### src/pm_pwm_defines.vh
`ifndef PM_PWM_DEFINES_VH
`define PM_PWM_DEFINES_VH

// ----------------------------------------
// clock and timing
// ----------------------------------------
// core clock rate in hertz (50 ns period)
`define CLK_HZ 20000000
// nominal output period in milliseconds
`define PERIOD_MS 1000
// fixed leading high and trailing low sections in microseconds
`define EDGE_US 200
// cycles per microsecond and per millisecond, derived from the rate
`define CYC_PER_US (`CLK_HZ / 1000000)
`define CYC_PER_MS (`CLK_HZ / 1000)
// leading / trailing section length in cycles (4000 at 20 MHz)
`define EDGE_CYCLES (`EDGE_US * `CYC_PER_US)
// full period in cycles (20,000,000 at 20 MHz)
`define PERIOD_CYCLES (`PERIOD_MS * `CYC_PER_MS)

// ----------------------------------------
// concentration scale
// ----------------------------------------
// full scale of the duty encoding, ug/m3
`define CONC_FULL 1000
`define CONC_FULL_11 11'h3e8

// ----------------------------------------
// mode command codes
// ----------------------------------------
`define CMD_STOP 8'h10
`define CMD_START 8'h11

`endif

### src/particle_duty_pwm_output.v
`timescale 1ns/1ps
`include "pm_pwm_defines.vh"

module particle_duty_pwm_output #(
  parameter PERIOD_CYCLES = `PERIOD_CYCLES,
  parameter EDGE_CYCLES = `EDGE_CYCLES,
  parameter CNT_W = 25
) (
  // clock and reset
  input wire CORE_CLK,
  input wire RESETN,
  // power-on mode strap: high selects measurement, low standby
  input wire DEFAULT_MEASURE,
  // mode command from the serial front end
  input wire CMD_VALID,
  input wire [7:0] CMD_CODE,
  // fine-particle concentration, ug/m3
  input wire PM25_VALID,
  input wire [15:0] PM25_VALUE,
  // pulse-width pin and status
  output wire PWM_OUT,
  output wire MEASURING,
  output wire PERIOD_START
);

  // ----------------------------------------
  // constants at counter width
  // ----------------------------------------
  // integer forms first, then cut to the counter width on purpose
  localparam [31:0] PERIOD_LAST_W = PERIOD_CYCLES - 1;
  localparam [31:0] EDGE_LEN_W = EDGE_CYCLES;
  localparam [31:0] HIGH_MAX_W = PERIOD_CYCLES - EDGE_CYCLES;
  // cycles of high time per ug/m3 of concentration
  localparam [31:0] UNIT_CYCLES_W = PERIOD_CYCLES / `CONC_FULL;
  localparam [CNT_W-1:0] PERIOD_LAST = PERIOD_LAST_W[CNT_W-1:0];
  localparam [CNT_W-1:0] EDGE_LEN = EDGE_LEN_W[CNT_W-1:0];
  localparam [CNT_W-1:0] HIGH_MAX = HIGH_MAX_W[CNT_W-1:0];
  localparam [CNT_W-1:0] UNIT_CYCLES = UNIT_CYCLES_W[CNT_W-1:0];
  localparam PROD_W = CNT_W + 11;

  // ----------------------------------------
  // operating modes
  // ----------------------------------------
  // strap not yet read after reset release
  localparam [1:0] MODE_POWERUP = 2'h0;
  // standby: pin held low, waiting for a start code
  localparam [1:0] MODE_IDLE = 2'h1;
  // measurement: periods run back to back
  localparam [1:0] MODE_RUN = 2'h2;

  // ----------------------------------------
  // state
  // ----------------------------------------
  reg [1:0] mode_q;
  reg [1:0] mode_d;
  reg stop_hit;
  reg start_hit;
  reg measuring_q;
  reg measuring_d;
  reg [CNT_W-1:0] cnt_q;
  reg [CNT_W-1:0] cnt_d;
  reg [CNT_W-1:0] high_len_q;
  reg [CNT_W-1:0] high_len_d;
  reg [10:0] conc_q;
  reg [10:0] conc_d;
  reg pwm_q;
  reg pwm_d;
  reg start_q;
  reg start_d;

  // ----------------------------------------
  // concentration to high time
  // ----------------------------------------
  reg [10:0] conc_sat;
  reg [PROD_W-1:0] prod;
  reg [CNT_W-1:0] high_calc;

  always @*
  begin
    conc_sat = conc_q;
    prod = {PROD_W{1'b0}};
    high_calc = EDGE_LEN;
    // saturate above full scale rather than wrap
    if (conc_sat > `CONC_FULL_11)
    begin
      conc_sat = `CONC_FULL_11;
    end
    // high time = conc * period / 1000
    prod = {{(PROD_W-11){1'b0}}, conc_sat} * {{(PROD_W-CNT_W){1'b0}}, UNIT_CYCLES};
    // keep the fixed start and end sections intact at both extremes;
    // a reading of 0 still gives a 200 us pulse, which decodes under 1 ug/m3
    if (prod < {{(PROD_W-CNT_W){1'b0}}, EDGE_LEN})
    begin
      high_calc = EDGE_LEN;
    end
    else if (prod > {{(PROD_W-CNT_W){1'b0}}, HIGH_MAX})
    begin
      high_calc = HIGH_MAX;
    end
    else
    begin
      high_calc = prod[CNT_W-1:0];
    end
  end

  // ----------------------------------------
  // mode, period counter and pin
  // ----------------------------------------
  always @*
  begin
    mode_d = mode_q;
    stop_hit = CMD_VALID && (CMD_CODE == `CMD_STOP);
    start_hit = CMD_VALID && (CMD_CODE == `CMD_START);
    measuring_d = measuring_q;
    cnt_d = cnt_q;
    high_len_d = high_len_q;
    conc_d = conc_q;
    start_d = 1'b0;

    // only the 2.5 micron figure is taken; coarse channels have no port
    if (PM25_VALID)
    begin
      conc_d = (PM25_VALUE > {5'h00, `CONC_FULL_11}) ? `CONC_FULL_11 : PM25_VALUE[10:0];
    end

    case (mode_q)
      MODE_POWERUP:
      begin
        // power-on mode caught on the first edge after reset release;
        // a command in that same cycle is overridden by the strap
        cnt_d = {CNT_W{1'b0}};
        high_len_d = high_calc;
        if (DEFAULT_MEASURE)
        begin
          mode_d = MODE_RUN;
          start_d = 1'b1;
        end
        else
        begin
          mode_d = MODE_IDLE;
        end
      end
      MODE_IDLE:
      begin
        // a stop code here changes nothing; codes other than start are ignored
        cnt_d = {CNT_W{1'b0}};
        if (start_hit)
        begin
          mode_d = MODE_RUN;
          high_len_d = high_calc;
          start_d = 1'b1;
        end
      end
      MODE_RUN:
      begin
        // a start code while running is ignored rather than restarting
        if (stop_hit)
        begin
          // abandon the current period at once; pin falls next edge
          mode_d = MODE_IDLE;
          cnt_d = {CNT_W{1'b0}};
        end
        else if (cnt_q == PERIOD_LAST)
        begin
          cnt_d = {CNT_W{1'b0}};
          // duty frozen per period so one rising-to-rising span is coherent
          high_len_d = high_calc;
          start_d = 1'b1;
        end
        else
        begin
          cnt_d = cnt_q + {{(CNT_W-1){1'b0}}, 1'b1};
        end
      end
      default:
      begin
        // unused code: fall back to standby with the pin low
        mode_d = MODE_IDLE;
        cnt_d = {CNT_W{1'b0}};
      end
    endcase

    measuring_d = (mode_d == MODE_RUN);
    // high from period start for high_len cycles, then low to the end
    pwm_d = measuring_d && (cnt_d < high_len_d);
  end

  always @(posedge CORE_CLK or negedge RESETN)
  begin
    if (!RESETN)
    begin
      mode_q <= MODE_POWERUP;
      measuring_q <= 1'b0;
      cnt_q <= {CNT_W{1'b0}};
      high_len_q <= {CNT_W{1'b0}};
      conc_q <= 11'h000;
      pwm_q <= 1'b0;
      start_q <= 1'b0;
    end
    else
    begin
      mode_q <= mode_d;
      measuring_q <= measuring_d;
      cnt_q <= cnt_d;
      high_len_q <= high_len_d;
      conc_q <= conc_d;
      pwm_q <= pwm_d;
      start_q <= start_d;
    end
  end

  // ----------------------------------------
  // outputs
  // ----------------------------------------
  assign PWM_OUT = pwm_q;
  assign MEASURING = measuring_q;
  assign PERIOD_START = start_q;

endmodule

### config.mk
export PLATFORM = sky130hd
export DESIGN_NAME = particle_duty_pwm_output
export DESIGN_NICKNAME = d
export VERILOG_FILES = /design/src/particle_duty_pwm_output.v
export VERILOG_INCLUDE_DIRS = /design/src
export SDC_FILE = /design/constraint.sdc
export NUM_CORES = 1
export LEC_CHECK = 0
export ABC_AREA = 1
export BUFFER_PORTS_ARGS = -buffer_cell sky130_fd_sc_hd__buf_2
export CAP_MARGIN = 5
export CORE_MARGIN = 5
export CORE_UTILIZATION = 57
export CTS_CLUSTER_SIZE = 40
export DETAILED_ROUTE_END_ITERATION = 8
export PLACE_DENSITY = 0.76
export SYNTH_ARGS = -nofsm -noshare
export SYNTH_HDL_FRONTEND = slang
export SYNTH_SLANG_ARGS = --single-unit
### constraint.sdc
create_clock -name CORE_CLK -period 6.5 [get_ports CORE_CLK]
set_input_delay 0.65 -clock CORE_CLK [delete_from_list [all_inputs] [get_ports CORE_CLK]]
set_output_delay 0.65 -clock CORE_CLK [all_outputs]
set_load 0.1 [all_outputs]
==> metrics.yaml, run 1 <==
timing:
  slew_headroom: 0.445
  finalCritPeriodShare: 0.963
  maxSlewViolCount: 0
  fmax_mhz: 160
  period_needed_ps: 6260
  tightestPinTransition_ps: 833
  hold_viol_final: 0
  whs_ps: 470
  rsz0062_at_grt: "yes"
  setup_viol: 0
  clock_skew_ps: 10.4
pwr:
  clockPowerShare: 0.235
  leakagePower_nw: 4.02
  vdd_ir_drop_max_mv: 0.137
  p_int_mw: 0.996
  switchingPower_mw: 0.674
  p_sw_frac: 0.403
  share_seq_of_total_power: 0.285
  powerDensity_nw_per_um2: 224
  combPwrFrac: 0.479
clocking:
  hold_buffers: 0
  cts_root_buffer: "clkbuf_8"
  cts_tree: "yes"
  cts_buffers: 9
  clkTransAtPathRegs_ps: 80
  cts_max_level: 3
  clock_path_buffers: 2
  clock_sinks: 66
  clkLatencyLatePin_ps: 360
yosys:
  synth_cells: 875
  ys_ff_latch: 66
  synth_flop_cell: "dfrtp_1"
  syn_area_um2: 6350
  synthTopCellsByCount: "nand2_1 (194), inv_1 (180), ha_1 (84)"
  synth.most_common_cell: "nand2_1"
  synth_seq_area_share: 0.260
  synth_area_per_cell_um2: 7.26
  synth_cell_types: 46
  synth_edf_count: 0
  ys_top_cells_by_area: "dfrtp_1 (26%), ha_1 (17%), nand2_1 (11%)"
  async_reset_ff_frac: 1.00
  yosysTopAreaCell: "dfrtp_1"
  synth_top_cell_area_share: 0.260
  synth_warnings: 0
global_routing:
  grt_usage: 0.214
  grt_max_degree: 67
  antenna_found_initial: 0
  grt_pass1_vias: 5236
  grt_overflow: 0
  grt_pass1_wl_mm: 23.2
die:
  ios: 32
  fp.dieH_um: 116
  dieArea_um2: 13400
  rows: 38
  die_w_um: 116
  core_area_um2: 10900
  initial_core_util: 0.584
placement:
  hpwl_mm: 10.9
  numPortBuffers: 31
  placedCellCount: 1056
  gp_congestion: 0.958
detailed_routing:
  ant_nets: 0
  drt_iter0_drc: 283
  firstDrtPassIters: 5
  viasPerCell: 5.17
  wl_per_cell_um: 13.0
  drcViolationCount: 0
  drt_wl_total_mm: 14.1
  vias: 5645
cells_and_area:
  fin_util: 0.684
  fin_nets: 1079
  drive_above_1_share: 0.212
  final_cells: 1091
  area_delta_synth_final_pct: 17.2
  diodes: 0
worst_setup_path:
  r2r-start: "conc_q[10]$_DFFE_PN0P_"
  startpoint_type: "flip-flop"
  crit_top_cell: "nand2_2"
  worst-setup-path-type: "flip-flop to flip-flop"
  r2r-end: "PWM_OUT$_DFF_PN0_"
  slowest_delay_ps: 510
  required_ps: 6730
  reg2reg_slack_ps: 240
  worst_path_max_delay_cell: "fa_1"
  crit_arrival_ps: 6490
  worstPathMaxFanout: 6
  ff2ff_path_depth: 37
  end_kind: "flip-flop"
worst_hold_path:
  hold_path.class: "primary input to async pin"
run:
  cap_violations: 0
run_status:
  status: "complete, no violations"
-- cells by family after synthesis --
logic type | count (synthesis) | share of synthesized area
other cells | 2 | 0.00118
simple gates | 410 | 0.297
compound gates | 84 | 0.0815
xor+xnor | 6 | 0.00827
fa+ha+maj | 104 | 0.228
buf+inv | 203 | 0.123
flops | 66 | 0.260
-- power by group through the flow --
stage / clock network (mW) / logic, mW / registers [mW]
finish: 0.393 / 0.801 / 0.476
global route: 0.417 / 0.900 / 0.481
CTS: 0.403 / 0.687 / 0.476
detailed placement: 0 / 0.654 / 0.483
global placement: 0 / 0.643 / 0.482
floorplan: 0 / 0.529 / 0.480
-- metrics by stage --
| stage | TNS (ps) | cell area (um^2) | setup slack [ps] | power, mW |
|---|---|---|---|---|
| after floorplan | 0 | 6360 | 308 | 1.01 |
| after global placement | -10.0 | 6760 | -10.0 | 1.13 |
| after detailed placement | -49.0 | 6760 | -49.0 | 1.14 |
| after CTS | 0 | 7050 | 9.11 | 1.57 |
| after global routing | -93.2 | 7450 | -93.2 | 1.80 |
| final | 0 | 7450 | 241 | 1.67 |
-- how the worst max path moves through the flow --
stage,to,startpoint,slack (ps),depth (start not counted)
after floorplan,PWM_OUT$_DFF_PN0_,conc_q[4]$_DFFE_PN0P_,310,38
after global placement,PWM_OUT$_DFF_PN0_,conc_q[0]$_DFFE_PN0P_,-10,35
after detailed placement,PWM_OUT$_DFF_PN0_,conc_q[0]$_DFFE_PN0P_,-50,35
after CTS,PWM_OUT$_DFF_PN0_,conc_q[2]$_DFFE_PN0P_,9,37
after global routing,PWM_OUT$_DFF_PN0_,conc_q[10]$_DFFE_PN0P_,-90,43
final,PWM_OUT$_DFF_PN0_,conc_q[10]$_DFFE_PN0P_,240,37
-- cells in the final DEF, fill, tap and decap left out, types with 3 or more instances in the layout --
cell type   Yosys  routed
a21oi_1        44      40
a21oi_2         2       6
buf_2           1      31
buf_4           1      29
buf_6           0       4
clkbuf_8        0      10
clkinvlp_4      0       3
conb_1          2       5
dfrtp_1        66      65
fa_1           20      20
ha_1           84      74
ha_4            0      10
inv_1         180     169
inv_2          15      25
nand2_1       194     180
nand2_2        21      34
nand3_1        46      42
nand3_2        10      13
nand3b_1        3       3
nand4_1        16      16
nor2_1         72      68
nor2_2          6       5
nor2_4          4       9
nor3_1         24      23
o21a_1          3       3
o21ai_0        22      21
xnor2_1         4       4
-- critical path: cells and delay by family (launching register included) --
kind	cells	cell delay [ps]
adder cells (fa/ha/maj)	7	2550
buffers and inverters	8	580
flip-flops	1	390
AND/OR/NAND/NOR	21	2510
AO/OA/AOI/OAI	1	90
-- flip-flops by register name, indices dropped and copies added, names as in the netlist --
register / flops
conc_q: 11
PWM_OUT: 1
high_len_q: 25
MEASURING: 1
cnt_q: 25
PERIOD_START: 1
mode_q: 2
-- cell type report --
cell class	instances	area, um^2
Tap cell	140	175
Clock inverter	6	88.8
Multi-Input combinational cell	610	4240
Inverter	195	736
Clock buffer	10	138
Timing Repair Buffer	64	418
Sequential cell	66	1650
Fill cell	928	3440
-- per-layer routing --
layer,GRT usage,routed length [um]
met5,0,0
met4,0.0634,258
met3,0.0282,364
met2,0.373,7250
met1,0.277,6260
-- repair_timing --
item,CTS,global route
endpoints found under the setup margin,1,1
pin swaps,2,33
cloned,0,1
endpoints found under the hold margin,0,0
buffers inserted,3,15
resized for setup,7,64
Note: power is estimated with default switching activity, not from simulation.
==> run 2, diff against run 1 <==
--- a/config.mk
+++ b/config.mk
@@ -10,10 +10,10 @@
 export BUFFER_PORTS_ARGS = -buffer_cell sky130_fd_sc_hd__buf_2
 export CAP_MARGIN = 5
 export CORE_MARGIN = 5
-export CORE_UTILIZATION = 57
+export CORE_UTILIZATION = 35
 export CTS_CLUSTER_SIZE = 40
 export DETAILED_ROUTE_END_ITERATION = 8
-export PLACE_DENSITY = 0.76
+export PLACE_DENSITY = 0.5
 export SYNTH_ARGS = -nofsm -noshare
 export SYNTH_HDL_FRONTEND = slang
 export SYNTH_SLANG_ARGS = --single-unit
==> run 2 against run 1 <==
Total power up 13%; wire length up 4.4%; global-route usage down 6.8 points; final area up 5.0%; first-iteration DRC count down 28%; die area up 57%; sequential share of layout area down 1.1 points; via count down 4.0%; clock skew about the same; highest routed layer unchanged; non-clock buffer count up 3.
==> metrics.yaml, run 2 (synthesized netlist as in run 1, its figures left out) <==
run_status:
  status: "complete, no violations"
die:
  die_w_um: 145  # +25%
  fp.dieH_um: 145  # +25%
  core_area_um2: 17900  # +64%
  ios: 32  # unchanged
  rows: 49  # +29%
  dieArea_um2: 20900  # +57%
  initial_core_util: 0.355  # -0.229
detailed_routing:
  drt_iter0_drc: 205  # -28%
  wl_per_cell_um: 12.5  # -3.7%
  vias: 5421  # -4.0%
  drt_wl_total_mm: 14.8  # +4.4%
  drcViolationCount: 0  # unchanged
  firstDrtPassIters: 4  # -1
  ant_nets: 0  # unchanged
  viasPerCell: 4.58  # -11%
worst_setup_path:
  cp.depth: 39  # +5.4%
  slowest_delay_ps: 540  # +30 ps
  r2r-start: "conc_q[2]$_DFFE_PN0P_"
  required_ps: 6720  # about the same
  ff2ff_path_depth: 39  # +5.4%
  worst_path_max_delay_cell: "fa_1"
  end_kind: "flip-flop"
  reg2reg_slack_ps: 290  # +50 ps
  crit_path_start: "conc_q[2]$_DFFE_PN0P_"
  endpoint: "PWM_OUT$_DFF_PN0_"
  cpLargestDelayFamily: "simple AND/OR/NAND/NOR gates"
  crit_arrival_ps: 6430  # -60 ps
  crit_buf_inv: 8  # unchanged
  r2r-end: "PWM_OUT$_DFF_PN0_"
  worst-setup-path-type: "flip-flop to flip-flop"
  startpoint_type: "flip-flop"
  worstPathMaxFanout: 7  # +1
  crit_top_cell: "nand2_1"
cells_and_area:
  design_area_um2: 7820  # +5.0%
  fin_nets: 1082  # +0.28%
  register_area_um2: 1650  # about the same
  final_cells: 1183  # +8.4%
  final_common_cell: "nand2_1"
  area_delta_synth_final_pct: 23.1
  fillers: 1912  # +110%
  diodes: 0  # unchanged
  drive_above_1_share: 0.230  # +0.0172
  multiInputGateArea_um2: 4380  # +3.4%
  final_cell_mix: "nand2_1 (173), inv_1 (170), ha_1 (68)"
  top_regs: "cnt_q: 25 flops, high_len_q: 25 flops, conc_q: 11 flops"
timing:
  tightestPinTransition_ps: 895  # +61.5 ps
  finalCritPeriodShare: 0.955  # -0.00769
  slew_headroom: 0.404  # -0.0410
  setup_ws_ps: 291  # +50.0 ps
  maxSlewViolCount: 0  # unchanged
  period_needed_ps: 6210  # -50.0 ps
  clock_skew_ps: 10.0  # -0.361 ps
  hold_viol_final: 0  # unchanged
  setup_viol: 0  # unchanged
  whs_ps: 463  # -6.51 ps
  fmax_mhz: 161  # +0.80%
clocking:
  clkTransAtPathRegs_ps: 60  # -20 ps
  cts_tree: "yes"
  hold_buffers: 0  # unchanged
  cts_root_buffer: "clkbuf_16"
  clock_sinks: 66  # unchanged
  cts_buffers: 9  # unchanged
  clkLatencyLatePin_ps: 340  # -20 ps
  cts_max_level: 3  # unchanged
  clock_path_buffers: 2  # unchanged
global_routing:
  antenna_found_initial: 0  # unchanged
  grt_pass1_wl_mm: 24.5  # +5.8%
  grt_pass1_vias: 5299  # +1.2%
  grt_max_degree: 67  # unchanged
  grt_usage: 0.146  # -0.0682
  grt_overflow: 0  # unchanged
pwr:
  leakagePower_nw: 4.11  # +2.3%
  powerDensity_nw_per_um2: 241  # +7.4%
  vdd_ir_drop_max_mv: 0.134  # -2.6%
  finalPower_mw: 1.88  # +13%
run:
  cap_violations: 0  # unchanged
placement:
  preCtsSetupSlack_ps: 14.5  # +63.5 ps
  numPortBuffers: 31  # unchanged
  hpwl_mm: 11.8  # +8.8%
  dpl-instance-area_um2: 6940  # +2.8%
  gp_congestion: 0.885  # -7.6%
  placedCellCount: 1155  # +9.4%
worst_hold_path:
  hold_path.class: "flip-flop to flip-flop"
## run 2: cell types whose count changed in the layout (fill, tap and decap cells not counted), sizes merged
cell / delta
buf: +3
clkinvlp: -1
clkinv: +2
inv: -1
## run 2: what timing repair did
item / in CTS / in global routing
buffers inserted: 0 / 11
pin swaps: 1 / 49
cloned: 0 / 1
resized for setup: 2 / 88
setup endpoints to repair: 1 / 1
## run 2: metrics by stage
| stage | setup TNS [ps] | util |
|---|---|---|
| floorplan | 0 | - |
| global placement | 0 | 0.388 |
| detailed placement | 0 | 0.388 |
| CTS | 0 | 0.407 |
| global route | -50.1 | 0.437 |
| finish | 0 | 0.437 |
## run 2: worst min path at each step
stage,from,endpoint,slack [ps],depth (start not counted)
after floorplan,RESETN,MEASURING$_DFF_PN0_,350,0
after CTS,high_len_q[1]$_DFF_PN0_,high_len_q[1]$_DFF_PN0_,480,2
final,high_len_q[2]$_DFF_PN0_,high_len_q[2]$_DFF_PN0_,460,2
after detailed placement,high_len_q[1]$_DFF_PN0_,high_len_q[1]$_DFF_PN0_,460,2
after global placement,high_len_q[1]$_DFF_PN0_,high_len_q[1]$_DFF_PN0_,460,2
after global routing,high_len_q[4]$_DFF_PN0_,high_len_q[4]$_DFF_PN0_,490,2
## run 2: worst min-delay path, cell delays in order, from the launching register on
cell and delay, ps:
dfrtp_1 320, nand2_1 60, inv_1 50
## run 2: per-layer routing
layer | track usage | part of all wire
met1 | 0.191 | 0.47
met2 | 0.252 | 0.50
met3 | 0.0237 | 0.016
met4 | 0.0349 | 0.016
met5 | 0 | 0
## run 2: layout make-up
cell class / instances / area share
Clock inverter: 6 / 0.0115
Timing Repair Buffer: 67 / 0.0554
Multi-Input combinational cell: 610 / 0.560
Inverter: 195 / 0.0944
Sequential cell: 66 / 0.211
Tap cell: 229 / 0.0366
Clock buffer: 10 / 0.0306
## run 2: where the power goes
part	internal (mW)	switching, mW
Clock	0.347	0.191
Sequential	0.460	0.0166
Combinational	0.349	0.521
==> run 3, diff against run 2 <==
--- a/config.mk
+++ b/config.mk
@@ -14,6 +14,7 @@
 export CTS_CLUSTER_SIZE = 40
 export DETAILED_ROUTE_END_ITERATION = 8
 export PLACE_DENSITY = 0.5
+export REMOVE_ABC_BUFFERS = 1
 export SYNTH_ARGS = -nofsm -noshare
 export SYNTH_HDL_FRONTEND = slang
 export SYNTH_SLANG_ARGS = --single-unit
==> run 3 against run 2 <==
Die area stayed put; clock power shrank 12%; critical path depth is 1 lower; combinational power down 2.6%; utilization down 0.70 points; largest power group unchanged.
==> metrics.yaml, run 3 (synthesized netlist as in run 1, its figures left out) <==
run_status:
  status: "complete, no violations"
global_routing:
  grt_pass1_vias: 5302  # +0.057%
  grt_max_degree: 41  # -39%
  antenna_found_initial: 0  # unchanged
  grt_overflow: 0  # unchanged
  grt_usage: 0.145  # -0.000345
  grt_pass1_wl_mm: 24.5  # unchanged
worst_setup_path:
  crit_top_cell: "inv_2"
  reg2reg_slack_ps: 230  # -60 ps
  ff2ff_path_depth: 38  # -2.6%
  worst-setup-path-type: "flip-flop to flip-flop"
  worst_path_max_delay_cell: "fa_1"
  worstPathMaxFanout: 7  # unchanged
  required_ps: 6720  # about the same
  end_kind: "flip-flop"
  r2r-start: "conc_q[0]$_DFFE_PN0P_"
  r2r-end: "PWM_OUT$_DFF_PN0_"
  startpoint_type: "flip-flop"
  crit_arrival_ps: 6500  # +70 ps
  slowest_delay_ps: 540  # about the same
die:
  dieArea_um2: 20900  # unchanged
  core_area_um2: 17900  # unchanged
  fp.dieH_um: 145  # unchanged
  ios: 32  # unchanged
  die_w_um: 145  # unchanged
  initial_core_util: 0.355  # unchanged
  rows: 49  # unchanged
detailed_routing:
  wl_per_cell_um: 12.5  # +0.43%
  drcViolationCount: 0  # unchanged
  viasPerCell: 4.60  # +0.40%
  vias: 5452  # +0.57%
  drt_wl_total_mm: 14.8  # +0.60%
  firstDrtPassIters: 4  # unchanged
  drt_iter0_drc: 213  # +3.9%
  ant_nets: 0  # unchanged
cells_and_area:
  final_common_cell: "nand2_1"
  fin_nets: 1084  # +0.18%
  top_regs: "cnt_q: 25 flops, high_len_q: 25 flops, conc_q: 11 flops"
  diodes: 0  # unchanged
  fin_util: 0.430  # -0.00699
  design_area_um2: 7690  # -1.6%
  drive_above_1_share: 0.221  # -0.00885
  area_delta_synth_final_pct: 21.1
  final_cell_mix: "nand2_1 (180), inv_1 (170), ha_1 (71)"
timing:
  hold_viol_final: 0  # unchanged
  tightestPinTransition_ps: 657  # -237 ps
  clock_skew_ps: 8.08  # -1.96 ps
  period_needed_ps: 6270  # +63.6 ps
  slew_headroom: 0.562  # +0.158
  maxSlewViolCount: 0  # unchanged
  setup_ws_ps: 227  # -63.6 ps
  setup_viol: 0  # unchanged
  finalCritPeriodShare: 0.965  # +0.00979
  fmax_mhz: 159  # -1.0%
  whs_ps: 338  # -125 ps
  rsz0062_at_grt: "yes"
placement:
  dpl-instance-area_um2: 6920  # -0.32%
  hpwl_mm: 12.0  # +1.5%
  preCtsSetupSlack_ps: -45.1  # -59.6 ps
  gp_congestion: 0.855  # -3.4%
  numPortBuffers: 31  # unchanged
run:
  cap_violations: 0  # unchanged
clocking:
  clkLatencyLatePin_ps: 340  # about the same
  clock_path_buffers: 2  # unchanged
  cts_max_level: 3  # unchanged
  cts_buffers: 9  # unchanged
  clock_sinks: 66  # unchanged
  cts_root_buffer: "clkbuf_16"
  clkTransAtPathRegs_ps: 60  # about the same
  cts_tree: "yes"
pwr:
  powerDensity_nw_per_um2: 233  # -3.2%
  leakagePower_nw: 4.07  # -0.92%
  finalPower_mw: 1.79  # -4.7%
  vdd_ir_drop_max_mv: 0.135  # +0.81%
worst_hold_path:
  hold_path.class: "primary input to async pin"
run 3: cell types whose count changed in the layout (fill, tap and decap cells not counted), sizes merged:
cell and delta:
buf +2, bufinv -2, inv +2, clkbuf +1, clkinv -1
run 3: worst max-delay path by stage:
stage | startpoint | end | slack [ps] | depth (start not counted)
2_1_floorplan | conc_q[4]$_DFFE_PN0P_ | PWM_OUT$_DFF_PN0_ | 290 | 39
3_3_place_gp | conc_q[2]$_DFFE_PN0P_ | PWM_OUT$_DFF_PN0_ | 40 | 36
3_5_place_dp | conc_q[0]$_DFFE_PN0P_ | PWM_OUT$_DFF_PN0_ | -50 | 36
4_1_cts | conc_q[0]$_DFFE_PN0P_ | PWM_OUT$_DFF_PN0_ | 9 | 41
5_1_grt | conc_q[0]$_DFFE_PN0P_ | PWM_OUT$_DFF_PN0_ | -180 | 42
6_report | conc_q[0]$_DFFE_PN0P_ | PWM_OUT$_DFF_PN0_ | 230 | 38
run 3: repair_timing:
| action | 4_1_cts | 5_1_grt |
|---|---|---|
| cloned | 0 | 1 |
| setup buffers | 4 | 13 |
| gates resized for setup | 8 | 67 |
| endpoints found under the setup margin | 1 | 1 |
| hold buffers | 0 | 0 |
| pin swaps | 4 | 44 |
run 3: power by group:
group	switching (mW)	leakage [nW]	internal (mW)
registers	0.0168	0.858	0.460
logic	0.502	3.08	0.344
clock network	0.192	0.138	0.280
run 3: critical path, delay by kind of cell, from the launching register on:
family                   cells  cell delay, ps
AO/OA/AOI/OAI                1              90
adder cells (fa/ha/maj)      7            2580
flip-flops                   1             380
buffers and inverters        9             520
AND/OR/NAND/NOR             21            2630
run 3: cell type report:
cell class                      count  area, um^2
Fill cell                        1893       10200
Multi-Input combinational cell    610        4290
Sequential cell                    66        1650
Inverter                          195         732
Timing Repair Buffer               69         448
Tap cell                          229         287
Clock buffer                       11         253
Clock inverter                      5        37.5
run 3: metrics by stage:
stage,instances,setup TNS (ps)
finish,1185,0
global route,1185,-185
CTS,1172,0
global placement,1152,0
detailed placement,1152,-45.1
floorplan,870,0
run 3: per-layer routing:
metal  global-route usage  routed length, um
met5                    0                  0
met1                0.186               6740
met2                0.251               7350
met3               0.0240                439
met4               0.0452                310
